### src/inc/pll_cfg_pkg.sv
// constants and carrier types for the synthesizer configuration register bank
package pll_cfg_pkg;

  // ==========================================================================
  // clock and timing
  localparam int CLK_PERIOD_NS = 100;
  localparam int REF_LOSS_NS = 1000;
  localparam int REF_LOSS_CYCLES = (REF_LOSS_NS / CLK_PERIOD_NS) < 1 ? 1 :
                                   (REF_LOSS_NS / CLK_PERIOD_NS);

  // ==========================================================================
  // register select codes
  localparam logic [3:0] SEL_FREQ_ZERO = 4'h0;
  localparam logic [3:0] SEL_PUMP_CTRL = 4'h4;
  localparam logic [3:0] SEL_FIXED_A = 4'h5;
  localparam logic [3:0] SEL_OUT_BLEED = 4'h6;
  localparam logic [3:0] SEL_LOCK_DET = 4'h7;
  localparam logic [3:0] SEL_FIXED_B = 4'h8;
  localparam logic [3:0] SEL_CAL_TIME = 4'h9;
  localparam logic [31:0] REG_RESET = 32'h0000_0000;

  // ==========================================================================
  // charge_pump_divider_control fields
  localparam int PUMP_HIZ_BIT = 5;
  localparam int DIV_RESET_BIT = 4;
  localparam int DBUF_BIT = 14;

  // output_bleed_feedback_config fields
  localparam int GATED_BLEED_BIT = 30;
  localparam int NEG_BLEED_BIT = 29;
  localparam int FB_SRC_BIT = 24;
  localparam int OUT_DIV_LSB = 21;
  localparam int BLEED_LVL_LSB = 13;
  localparam int MUTE_LOCK_BIT = 11;
  localparam int SEC_EN_BIT = 9;
  localparam int SEC_PWR_LSB = 7;
  localparam int PRI_EN_BIT = 6;
  localparam int PRI_PWR_LSB = 4;

  // lock_detect_config fields
  localparam int LE_SYNC_BIT = 25;
  localparam int LOCK_CNT_LSB = 8;
  localparam int REF_LOSS_BIT = 7;
  localparam int WIN_SEL_LSB = 5;
  localparam int WIN_MODE_BIT = 4;

  // oscillator_calibration_timing fields
  localparam int BAND_DIV_LSB = 24;
  localparam int BAND_TMO_LSB = 14;
  localparam int LVL_WAIT_LSB = 9;

  // ==========================================================================
  // lock detector consecutive-cycle counts per lock_count_select code
  localparam logic [11:0] LOCK_COUNT_0 = 12'h010;
  localparam logic [11:0] LOCK_COUNT_1 = 12'h020;
  localparam logic [11:0] LOCK_COUNT_2 = 12'h040;
  localparam logic [11:0] LOCK_COUNT_3 = 12'h080;

  typedef enum logic {LOAD_IDLE, LOAD_WAIT_REF} load_state_e;

  typedef struct packed {
    logic pumpHighImpedance;
    logic dividerReset;
    logic bleedCurrentOn;
    logic negativeBleedEnable;
    logic [7:0] bleedCurrentLevel;
    logic feedbackSourceSelect;
    logic [2:0] outputDividerSelect;
    logic outputStagePowered;
    logic secondaryEnable;
    logic [1:0] secondaryPower;
    logic primaryEnable;
    logic [1:0] primaryPower;
    logic referenceLossMode;
    logic [1:0] lockWindowSelect;
    logic lockWindowMode;
    logic lockDetect;
    logic [7:0] bandDivisionValue;
    logic [9:0] bandSelectTimeout;
    logic [4:0] levelCalWait;
    logic [31:0] reservedWordA;
    logic [31:0] reservedWordB;
  } synth_ctrl_s;

endpackage

### src/logic/pin_sync.sv
// two-flop synchroniser for pins entering the system clock domain
`timescale 1ns/100ps
module pin_sync #(
  parameter int W = 1
) (
  input wire logic clk_sys,
  input wire logic reset,
  input wire logic [W-1:0] d,
  output logic [W-1:0] q
);
  logic [W-1:0] stage1;
  logic [W-1:0] next_stage1;
  logic [W-1:0] next_q;

  always_comb begin
    next_stage1 = d;
    next_q = stage1;
  end

  always_ff @(posedge clk_sys or posedge reset) begin
    if (reset) begin
      stage1 <= '0;
      q <= '0;
    end else begin
      stage1 <= next_stage1;
      q <= next_q;
    end
  end
endmodule

### src/logic/pll_synth_config_regs.sv
// configuration register bank behind the three-wire programming link
`timescale 1ns/100ps
module pll_synth_config_regs (
  input wire logic clk_sys,
  input wire logic reset,
  input wire logic serialClock,
  input wire logic serialData,
  input wire logic loadStrobe,
  input wire logic referenceIn,
  input wire logic phaseInWindow,
  output pll_cfg_pkg::synth_ctrl_s ctrl,
  output logic frequencyUpdate
);
  import pll_cfg_pkg::*;

  // ==========================================================================
  // pin synchronisation
  logic [4:0] pinSync;

  pin_sync #(.W(5)) u_pin_sync (
    .clk_sys(clk_sys),
    .reset(reset),
    .d({serialClock, serialData, loadStrobe, referenceIn, phaseInWindow}),
    .q(pinSync)
  );

  logic sclkS, dataS, leS, refS, winS;
  assign {sclkS, dataS, leS, refS, winS} = pinSync;

  // ==========================================================================
  // serial shift and load
  logic prevSclk, prevLe, prevRef;
  logic [31:0] shiftReg, heldWord;
  load_state_e loadState;
  logic next_prevSclk, next_prevLe, next_prevRef;
  logic [31:0] next_shiftReg, next_heldWord;
  load_state_e next_loadState;
  logic sclkRise, leRise, refRise, commitNow;
  logic [31:0] commitWord;
  logic [31:0] reg4, reg5, reg6, reg7, reg8, reg9;

  always_comb begin
    sclkRise = sclkS & ~prevSclk;
    leRise = leS & ~prevLe;
    refRise = refS & ~prevRef;
    next_prevSclk = sclkS;
    next_prevLe = leS;
    next_prevRef = refS;
    next_shiftReg = shiftReg;
    next_heldWord = heldWord;
    next_loadState = loadState;
    commitNow = 1'b0;
    commitWord = shiftReg;
    if (sclkRise) begin
      next_shiftReg = {shiftReg[30:0], dataS};
    end
    case (loadState)
      LOAD_IDLE: begin
        if (leRise) begin
          if (reg7[LE_SYNC_BIT]) begin
            next_heldWord = shiftReg;
            next_loadState = LOAD_WAIT_REF;
          end else begin
            commitNow = 1'b1;
          end
        end
      end
      LOAD_WAIT_REF: begin
        commitWord = heldWord;
        if (refRise) begin
          commitNow = 1'b1;
          next_loadState = LOAD_IDLE;
        end
      end
      default: begin
        next_loadState = LOAD_IDLE;
      end
    endcase
  end

  always_ff @(posedge clk_sys or posedge reset) begin
    if (reset) begin
      prevSclk <= 1'b0;
      prevLe <= 1'b0;
      prevRef <= 1'b0;
      shiftReg <= REG_RESET;
      heldWord <= REG_RESET;
      loadState <= LOAD_IDLE;
    end else begin
      prevSclk <= next_prevSclk;
      prevLe <= next_prevLe;
      prevRef <= next_prevRef;
      shiftReg <= next_shiftReg;
      heldWord <= next_heldWord;
      loadState <= next_loadState;
    end
  end

  // ==========================================================================
  // register file and divider shadow
  logic [31:0] next_reg4, next_reg5, next_reg6, next_reg7, next_reg8, next_reg9;
  logic [2:0] divActive, next_divActive;
  logic next_frequencyUpdate;
  logic [3:0] commitSel;

  always_comb begin
    commitSel = commitWord[3:0];
    next_reg4 = reg4;
    next_reg5 = reg5;
    next_reg6 = reg6;
    next_reg7 = reg7;
    next_reg8 = reg8;
    next_reg9 = reg9;
    next_divActive = divActive;
    next_frequencyUpdate = 1'b0;
    if (commitNow) begin
      case (commitSel)
        SEL_FREQ_ZERO: begin
          next_frequencyUpdate = 1'b1;
          next_divActive = reg6[OUT_DIV_LSB +: 3];
        end
        SEL_PUMP_CTRL: next_reg4 = commitWord;
        SEL_FIXED_A: next_reg5 = commitWord;
        SEL_OUT_BLEED: begin
          next_reg6 = commitWord;
          if (!reg4[DBUF_BIT]) begin
            next_divActive = commitWord[OUT_DIV_LSB +: 3];
          end
        end
        SEL_LOCK_DET: next_reg7 = commitWord;
        SEL_FIXED_B: next_reg8 = commitWord;
        SEL_CAL_TIME: next_reg9 = commitWord;
        default: begin
          next_divActive = divActive;
        end
      endcase
    end
  end

  // only the reset pin clears the bank, never a power-down bit
  always_ff @(posedge clk_sys or posedge reset) begin
    if (reset) begin
      reg4 <= REG_RESET;
      reg5 <= REG_RESET;
      reg6 <= REG_RESET;
      reg7 <= REG_RESET;
      reg8 <= REG_RESET;
      reg9 <= REG_RESET;
      divActive <= 3'h0;
      frequencyUpdate <= 1'b0;
    end else begin
      reg4 <= next_reg4;
      reg5 <= next_reg5;
      reg6 <= next_reg6;
      reg7 <= next_reg7;
      reg8 <= next_reg8;
      reg9 <= next_reg9;
      divActive <= next_divActive;
      frequencyUpdate <= next_frequencyUpdate;
    end
  end

  // ==========================================================================
  // digital lock detector
  logic [11:0] lockCount, next_lockCount, lockThreshold;
  logic [7:0] quietCount, next_quietCount;
  logic locked, next_locked, refLost;

  always_comb begin
    case (reg7[LOCK_CNT_LSB +: 2])
      2'h0: lockThreshold = LOCK_COUNT_0;
      2'h1: lockThreshold = LOCK_COUNT_1;
      2'h2: lockThreshold = LOCK_COUNT_2;
      default: lockThreshold = LOCK_COUNT_3;
    endcase
    next_quietCount = quietCount;
    if (refRise) begin
      next_quietCount = 8'h00;
    end else if (quietCount < 8'(REF_LOSS_CYCLES)) begin
      next_quietCount = quietCount + 8'h01;
    end
    refLost = reg7[REF_LOSS_BIT] && (quietCount >= 8'(REF_LOSS_CYCLES));
    next_lockCount = lockCount;
    if (reg4[DIV_RESET_BIT] || refLost) begin
      next_lockCount = 12'h000;
    end else if (refRise) begin
      if (!winS) begin
        next_lockCount = 12'h000;
      end else if (lockCount < lockThreshold) begin
        next_lockCount = lockCount + 12'h001;
      end
    end
    next_locked = (next_lockCount >= lockThreshold);
  end

  always_ff @(posedge clk_sys or posedge reset) begin
    if (reset) begin
      lockCount <= 12'h000;
      quietCount <= 8'h00;
      locked <= 1'b0;
    end else begin
      lockCount <= next_lockCount;
      quietCount <= next_quietCount;
      locked <= next_locked;
    end
  end

  // ==========================================================================
  // control outputs
  synth_ctrl_s next_ctrl;

  always_comb begin
    next_ctrl.pumpHighImpedance = reg4[PUMP_HIZ_BIT];
    next_ctrl.dividerReset = reg4[DIV_RESET_BIT];
    next_ctrl.negativeBleedEnable = reg6[NEG_BLEED_BIT];
    next_ctrl.bleedCurrentOn = reg6[NEG_BLEED_BIT] &&
                               (!reg6[GATED_BLEED_BIT] || locked);
    next_ctrl.bleedCurrentLevel = reg6[BLEED_LVL_LSB +: 8];
    next_ctrl.feedbackSourceSelect = reg6[FB_SRC_BIT];
    next_ctrl.outputDividerSelect = divActive;
    next_ctrl.outputStagePowered = !reg6[MUTE_LOCK_BIT] || locked;
    next_ctrl.secondaryEnable = reg6[SEC_EN_BIT];
    next_ctrl.secondaryPower = reg6[SEC_PWR_LSB +: 2];
    next_ctrl.primaryEnable = reg6[PRI_EN_BIT];
    next_ctrl.primaryPower = reg6[PRI_PWR_LSB +: 2];
    next_ctrl.referenceLossMode = reg7[REF_LOSS_BIT];
    next_ctrl.lockWindowSelect = reg7[WIN_SEL_LSB +: 2];
    next_ctrl.lockWindowMode = reg7[WIN_MODE_BIT];
    next_ctrl.lockDetect = locked;
    next_ctrl.bandDivisionValue = reg9[BAND_DIV_LSB +: 8];
    next_ctrl.bandSelectTimeout = reg9[BAND_TMO_LSB +: 10];
    next_ctrl.levelCalWait = reg9[LVL_WAIT_LSB +: 5];
    next_ctrl.reservedWordA = reg5;
    next_ctrl.reservedWordB = reg8;
  end

  always_ff @(posedge clk_sys or posedge reset) begin
    if (reset) begin
      ctrl <= '0;
    end else begin
      ctrl <= next_ctrl;
    end
  end
endmodule

### config.mk
export PLATFORM = sky130hd
export DESIGN_NAME = pll_synth_config_regs
export DESIGN_NICKNAME = d
export VERILOG_FILES = /design/src/inc/pll_cfg_pkg.sv /design/src/logic/pin_sync.sv /design/src/logic/pll_synth_config_regs.sv
export SDC_FILE = /design/constraint.sdc
export NUM_CORES = 1
export LEC_CHECK = 0
export BUFFER_PORTS_ARGS = -buffer_cell sky130_fd_sc_hd__clkbuf_2
export CORE_ASPECT_RATIO = 0.9
export CORE_MARGIN = 3
export CORE_UTILIZATION = 28
export CTS_BUF_LIST = sky130_fd_sc_hd__clkbuf_4 sky130_fd_sc_hd__clkbuf_8
export DETAILED_ROUTE_END_ITERATION = 16
export GPL_ROUTABILITY_DRIVEN = 0
export GPL_TIMING_DRIVEN = 0
export PLACE_DENSITY = 0.49
export SETUP_SLACK_MARGIN = 0.05
export SYNTH_ARGS = -nofsm -noshare
export SYNTH_HDL_FRONTEND = slang
export SYNTH_SLANG_ARGS = --single-unit
### constraint.sdc
create_clock -name clk_sys -period 10.45 [get_ports clk_sys]
set_clock_uncertainty 0.2 [all_clocks]
set_input_delay 0 -clock clk_sys [delete_from_list [all_inputs] [get_ports clk_sys]]
set_output_delay 0 -clock clk_sys [all_outputs]
set_load 0.005 [all_outputs]
* Word-level counts from Yosys, hierarchy flattened
Index checks and enable logic that the tools add are counted.
** Word-level totals
- Register bits after elaboration :: 386
- Input bits :: 7
- Output and inout port bits :: 116
- Word-level logic and storage cells :: 101
** Cells by class
- Add/subtract/negate cells :: 2
- Order comparisons :: 4
- Eq/ne operators :: 9
- Multiplexer cells :: 20
- Bitwise logic cells :: 7
- Reductions and logical operators :: 19
** Operators with widths (count)
- 12-bit two-way mux :: 4
- 32-bit two-way mux :: 1
- 8-bit case mux with 3 select lines :: 1
- 4-bit by 3-bit == test with 1-bit output (second input constant) :: 4
- 8-bit two-way mux :: 2
- 12-bit by 1-bit adder with 12-bit output (second input constant) :: 1
- 12-bit >= comparator :: 1
- 12-bit less-than comparator :: 1
- 2-bit AND reduction :: 6
- 8-bit by 1-bit adder with 8-bit output (second input constant) :: 1
- 4-bit == test (second input constant) :: 2
- 8-bit by 4-bit >= comparator with 1-bit output (second input constant) :: 1
- 8-bit by 4-bit less-than comparator with 1-bit output (second input constant) :: 1
- 1-bit two-way mux :: 8
- 3-bit case mux with 2 select lines :: 1
- 3-bit AND reduction :: 2
- 4-bit zero test :: 1
- 1-bit inverter :: 4
- 1-bit case mux with 2 select lines :: 2
- 2-bit nonzero test :: 2
- 1-bit AND :: 3
- 1-bit logical OR :: 3
- 3-bit two-way mux :: 1
- 2-bit by 1-bit == test with 1-bit output (second input constant) :: 1
- other kinds (5) :: 7

* Longest topological paths before layout
- Depth in word-level cells :: 8
- Depth in mapped cells :: 14
- Depth with buffers taken out :: 14

* Hierarchy
From an unflattened synthesis, not the netlist that was laid out.
** Unflattened totals
- Cells, all modules :: 840
- Area total of the unflattened synthesis :: 11621.1 um^2
** Modules (own cells, without submodules)
- pll_synth_config_regs :: times used 1, cells an instance 829, area an instance 11367.2 um^2, sequential area each 8157.8 um^2
- pin_sync :: times used 1, cells an instance 11, area an instance 254.0 um^2, sequential area each 250.2 um^2

* Least setup slack after synthesis
No wires, ideal clock.
- Kind :: register to register
- Start :: register reg7[9]
- End :: register locked
- Setup time :: 135 ps
- Arrival :: 3141 ps
- Required time :: 10115 ps
- Path slack :: 6974 ps
- Cell stages (with the launch flop) :: 15
- Buffers on the path :: 0
- Clock period less this slack :: 3476 ps
- Path through :: dfrtp_1 -> inv_1 -> nand2_1 -> ha_1 -> or4_4 -> a2111oi_4 -> nand4_1 -> xor2_1 -> nor2_1 -> ha_1 -> nor2b_1 -> o21a_1 -> o21a_1 -> a311oi_1 -> o31ai_2
** Between the ends
- Longest elaborated chain between the ends :: 8
- Elaborated cells between the ends (all ways) :: 10
- Those cells by class :: 2 x order compare; 2 x eq/ne; 5 x mux; 1 x reduce/logical
** Ends and longest elaborated chain
- from (decl) :: RTL line pll_synth_config_regs.sv:40 : logic [31:0] reg4, reg5, reg6, reg7, reg8, reg9;
- from (signal assigned) :: RTL line pll_synth_config_regs.sv:155 : reg7 <= next_reg7;
- 2-bit == test, or another cell as far along :: RTL line pll_synth_config_regs.sv:170 : case (reg7[LOCK_CNT_LSB +: 2])
- 8-bit case mux with 3 select lines * :: RTL line pll_synth_config_regs.sv:170
- 12-bit less-than comparator * :: RTL line pll_synth_config_regs.sv:189 : end else if (lockCount < lockThreshold) begin
- 12-bit two-way mux * :: RTL line pll_synth_config_regs.sv:189
- 12-bit two-way mux * :: RTL line pll_synth_config_regs.sv:187 : if (!winS) begin
- 12-bit two-way mux * :: RTL line pll_synth_config_regs.sv:186 : end else if (refRise) begin
- 12-bit two-way mux * :: RTL line pll_synth_config_regs.sv:184 : if (reg4[DIV_RESET_BIT] || refLost) begin
- net next_lockCount[5] :: RTL line pll_synth_config_regs.sv:165 : logic [11:0] lockCount, next_lockCount, lockThreshold;
- 12-bit >= comparator * :: RTL line pll_synth_config_regs.sv:193 : next_locked = (next_lockCount >= lockThreshold);
- net next_locked :: RTL line pll_synth_config_regs.sv:167 : logic locked, next_locked, refLost;
- to (signal assigned) :: RTL line pll_synth_config_regs.sv:204 : locked <= next_locked;
- to (decl) :: RTL line pll_synth_config_regs.sv:167
The timed path passes the listed nets; every way through them passes the cells marked *.
A chain may end at the register's enable or synchronous reset.

* Worst setup path after layout
Ends and elaborated chain as after synthesis.

==> run_summary.xml <==
<?xml version="1.0" encoding="UTF-8"?>
<metrics>
  <group name="run_status">
    <metric name="status" unit="">finished, final reports clean</metric>
  </group>
  <group name="synthesis">
    <metric name="syn_nets" unit="">738</metric>
    <metric name="yosys-top-cells-area" unit="">dfrtp_1 71%, mux2_2 14%, mux2_1 3.0%, mux2_4 2.3%, ha_1 1.0%</metric>
    <metric name="async_s_r_ff_share_synth" unit="">1.00</metric>
    <metric name="number_of_enable_flip_flop_cells_after_synthesis" unit="">0</metric>
    <metric name="synth_sequential_area_ratio" unit="">0.705</metric>
    <metric name="seq_cells_post_synth" unit="">336</metric>
    <metric name="yosys.area.top_type_share" unit="">0.705</metric>
    <metric name="synth_top_cells_by_count" unit="">336 x dfrtp_1, 152 x mux2_2, 32 x mux2_1, 20 x nor2_1, 18 x mux2_4</metric>
    <metric name="synth-main-ff-cell" unit="">dfrtp_1</metric>
    <metric name="netlist.top_cell.by_area" unit="">dfrtp_1</metric>
    <metric name="most_used_standard_cell_by_instance_count_after_synthesis" unit="">dfrtp_1</metric>
    <metric name="post_synth_instance_area" unit="mm^2">0.0119</metric>
    <metric name="synth_cell_types" unit="">54</metric>
    <metric name="syn_avg_cell_area" unit="um^2">16.5</metric>
    <metric name="yosysWarnings" unit="">0</metric>
    <metric name="postSynthCellCount" unit="">721</metric>
  </group>
  <group name="global_route">
    <metric name="first_global_vias" unit="">6904</metric>
    <metric name="wire_length_of_the_first_global_routing_pass" unit="um">40800</metric>
    <metric name="antenna_found_initial" unit="">0</metric>
    <metric name="grt_overflow" unit="">0</metric>
    <metric name="largest_net_degree_at_the_start_of_global_routing" unit="">131</metric>
    <metric name="gr-usage-all-layers" unit="">0.116</metric>
  </group>
  <group name="setup_path">
    <metric name="critical_path_class" unit="">register to register</metric>
    <metric name="startpoint" unit="">reg7[9]$_DFFE_PP0P_</metric>
    <metric name="critical_path.max_fanout" unit="">7</metric>
    <metric name="worstSetupStartpointType" unit="">register</metric>
    <metric name="endpoint_kind" unit="">register</metric>
    <metric name="critPathCapture" unit="">locked$_DFF_PP0_</metric>
    <metric name="worstPathRequired" unit="ns">10.74</metric>
    <metric name="r2r_cells" unit="">14</metric>
    <metric name="crit_arrival" unit="ns">4.24</metric>
    <metric name="reg2reg_from" unit="">reg7[9]$_DFFE_PP0P_</metric>
    <metric name="rr_endpoint" unit="">locked$_DFF_PP0_</metric>
    <metric name="r2r_slack" unit="ns">6.50</metric>
  </group>
  <group name="placed_design">
    <metric name="buffer_ports.inserted" unit="">122</metric>
    <metric name="half_perimeter_wire_length_after_detailed_placement" unit="um">16100</metric>
  </group>
  <group name="floorplan">
    <metric name="dieHeight" unit="um">202</metric>
    <metric name="die_w" unit="um">224</metric>
    <metric name="core.rowCount" unit="">71</metric>
    <metric name="fp.coreArea" unit="mm^2">0.0419</metric>
    <metric name="floorplan.initialDensity" unit="">0.284</metric>
    <metric name="io_pins" unit="">123</metric>
    <metric name="total_die_area" unit="mm^2">0.0451</metric>
  </group>
  <group name="clock_network">
    <metric name="cts_tree" unit="">yes</metric>
    <metric name="clock_path_buffers" unit="">3</metric>
    <metric name="cts_num_sinks" unit="">336</metric>
    <metric name="clk_pin_slew_worst_paths" unit="ns">0.06</metric>
    <metric name="clock_latency" unit="ns">0.64</metric>
    <metric name="post-cts-setup-buffers" unit="">0</metric>
    <metric name="clock_tree_root_buffer_cell" unit="">clkbuf_8</metric>
    <metric name="cts_repair_resize_count" unit="">0</metric>
    <metric name="clock_tree.htree_level_count" unit="">2</metric>
    <metric name="tritoncts.num_buffers" unit="">56</metric>
  </group>
  <group name="timing">
    <metric name="fin_hold_ws" unit="ns">0.145</metric>
    <metric name="timing.final.max_slew_violations" unit="">0</metric>
    <metric name="fin_tns_setup" unit="ns">0</metric>
    <metric name="max_slew.worst_pin.slew" unit="ns">0.998</metric>
    <metric name="finalCritPeriodShare" unit="">0.378</metric>
    <metric name="maxSlewHeadroom" unit="">0.329</metric>
    <metric name="finalSetupViolations" unit="">0</metric>
    <metric name="post-route-min-period" unit="ns">3.95</metric>
    <metric name="grt_setup_unrepaired" unit="">false</metric>
    <metric name="fmax" unit="MHz">253</metric>
    <metric name="timing.final.hold_violations" unit="">0</metric>
  </group>
  <group name="detailed_routing">
    <metric name="wirelength_met1" unit="um">12200</metric>
    <metric name="drt.antenna.violating_nets" unit="">0</metric>
    <metric name="routed.top_layer" unit="">met4</metric>
    <metric name="via_per_inst" unit="">4.27</metric>
    <metric name="drt-initial-drc-count" unit="">276</metric>
    <metric name="met3WireLength" unit="um">1570</metric>
    <metric name="met2_wire_length" unit="um">10800</metric>
    <metric name="drt-wirelength-per-cell" unit="um">16.8</metric>
    <metric name="remaining_drc_errors" unit="">0</metric>
    <metric name="routed_wirelength" unit="um">25300</metric>
    <metric name="detailroute.via_count" unit="">6423</metric>
    <metric name="drtPass1Iterations" unit="">4</metric>
  </group>
  <group name="layout">
    <metric name="fraction_of_final_layout_cells_sized_beyond_drive_strength_1" unit="">0.434</metric>
    <metric name="n_antenna_cell" unit="">0</metric>
    <metric name="finalNetCount" unit="">933</metric>
    <metric name="layout.core_utilization" unit="">0.349</metric>
    <metric name="syn_to_final_growth" unit="%">22.6</metric>
  </group>
  <group name="power">
    <metric name="power-per-cell-area" unit="mW/mm^2">214</metric>
    <metric name="cellLeakagePower" unit="nW">7.53</metric>
    <metric name="vdd_ir_drop_max" unit="uV">111</metric>
  </group>
  <group name="min_path">
    <metric name="hold_path.class" unit="">register to register</metric>
  </group>
  <group name="flow_run">
    <metric name="timing.max_cap.violations" unit="">0</metric>
  </group>
</metrics>
-- placed cells by master, fill, tap and decap left out, drive strengths merged, types with 2 or more instances in the layout --
| master | n |
|---|---|
| mux2i | 3 |
| a311oi | 2 |
| nand2b | 3 |
| inv | 11 |
| o211a | 2 |
| mux2 | 202 |
| or4 | 6 |
| clkinv | 8 |
| and3b | 2 |
| o31ai | 3 |
| a21oi | 10 |
| xor2 | 3 |
| o21ai | 9 |
| and3 | 4 |
| xnor2 | 3 |
| o21a | 2 |
| dlygate4sd3 | 12 |
| nand2 | 15 |
| a2111oi | 2 |
| nor3 | 6 |
| nor2 | 20 |
| and4 | 2 |
| nor2b | 8 |
| ha | 10 |
| buf | 17 |
| nand4 | 3 |
| nor4 | 5 |
| clkbuf | 217 |
| o211ai | 3 |
| and2 | 5 |
| a21o | 2 |
| or2 | 4 |
| nand3 | 2 |
| dfrtp | 336 |
-- worst min path at each step --
stage                              start                              to  depth (start not counted)
finish              reg5[26]$_DFFE_PP0P_              ctrl[58]$_DFF_PP0_                          0
CTS                                reset              ctrl[74]$_DFF_PP0_                          4
global route        reg5[26]$_DFFE_PP0P_              ctrl[58]$_DFF_PP0_                          0
global placement              serialData  u_pin_sync.next_q[3]$_DFF_PP0_                          1
floorplan                  phaseInWindow  u_pin_sync.next_q[0]$_DFF_PP0_                          0
detailed placement                 reset              ctrl[74]$_DFF_PP0_                          2
-- final cells by class --
type,instances,area [um^2]
clock inverters,13,114
multi-input cells,353,3360
fillers,4125,27300
clock buffers,85,1070
well taps,547,684
repair buffers,137,813
inverters,8,37.5
flip-flops and latches,336,8410
plain buffers,24,123
-- where the power goes --
part | internal (mW) | leakage [nW] | switching [mW]
combinational | 0.175 | 2.31 | 0.188
clock | 0.680 | 0.633 | 0.531
sequential | 1.46 | 4.58 | 0.0945
-- cells by family (layout without fill, tap and decap cells) --
| family | after synthesis | in the layout | synth area share |
|---|---|---|---|
| flops | 336 | 336 | 0.705 |
| mux | 205 | 205 | 0.199 |
| simple gates | 91 | 91 | 0.0431 |
| compound gates | 41 | 41 | 0.0251 |
| buf+inv | 32 | 267 | 0.0128 |
| fa+ha+maj | 10 | 10 | 0.0105 |
| xor+xnor | 6 | 6 | 0.00441 |
-- per-stage QoR --
| stage | worst slack [ns] | instance area [um^2] | cells | power (mW) |
|---|---|---|---|---|
| 3_5_place_dp | 6.54 | 13300 | 1393 | 1.94 |
| 2_1_floorplan | 0.940 | 11900 | 721 | 1.78 |
| 5_1_grt | 6.21 | 14600 | 1503 | 3.32 |
| 6_report | 6.50 | 14600 | 1503 | 3.12 |
| 4_1_cts | 6.51 | 14600 | 1503 | 3.20 |
| 3_3_place_gp | -2.92 | 13200 | 1390 | 1.93 |
-- routing by layer --
metal | up-vias | GRT usage
met2 | 140 | 0.169
met4 | 0 | 0.0386
met5 | - | 0
met1 | 3302 | 0.163
li1 | 2932 | -
met3 | 49 | 0.0404
-- registers in the layout, summed over array words and instances (netlist names), 5 cells and up --
name and cells:
lockCount 12, heldWord 32, quietCount 8, reg7 7, shiftReg 32, reg5 32
reg9 23, u_pin_sync.next_q 5, u_pin_sync.q 5, reg8 32, reg6 21, ctrl 115
-- worst max-delay path: stages, from the launching register on --
cell and delay [ns]:
dfrtp_1 0.45, inv_1 0.08, nand2_1 0.08, ha_1 0.24
or4_4 0.45, a2111oi_4 0.60, nand4_1 0.20, xor2_1 0.17
nor2_1 0.15, ha_1 0.26, nor2b_1 0.13, o21a_1 0.16
o21a_1 0.17, a311oi_1 0.35, o31ai_2 0.12
-- timing repair --
item                                   in CTS  in global routing
hold buffers                               12                  0
endpoints found under the hold margin     341                  0
setup endpoints to repair                   0                  0
(Power assumes the default switching activity.)
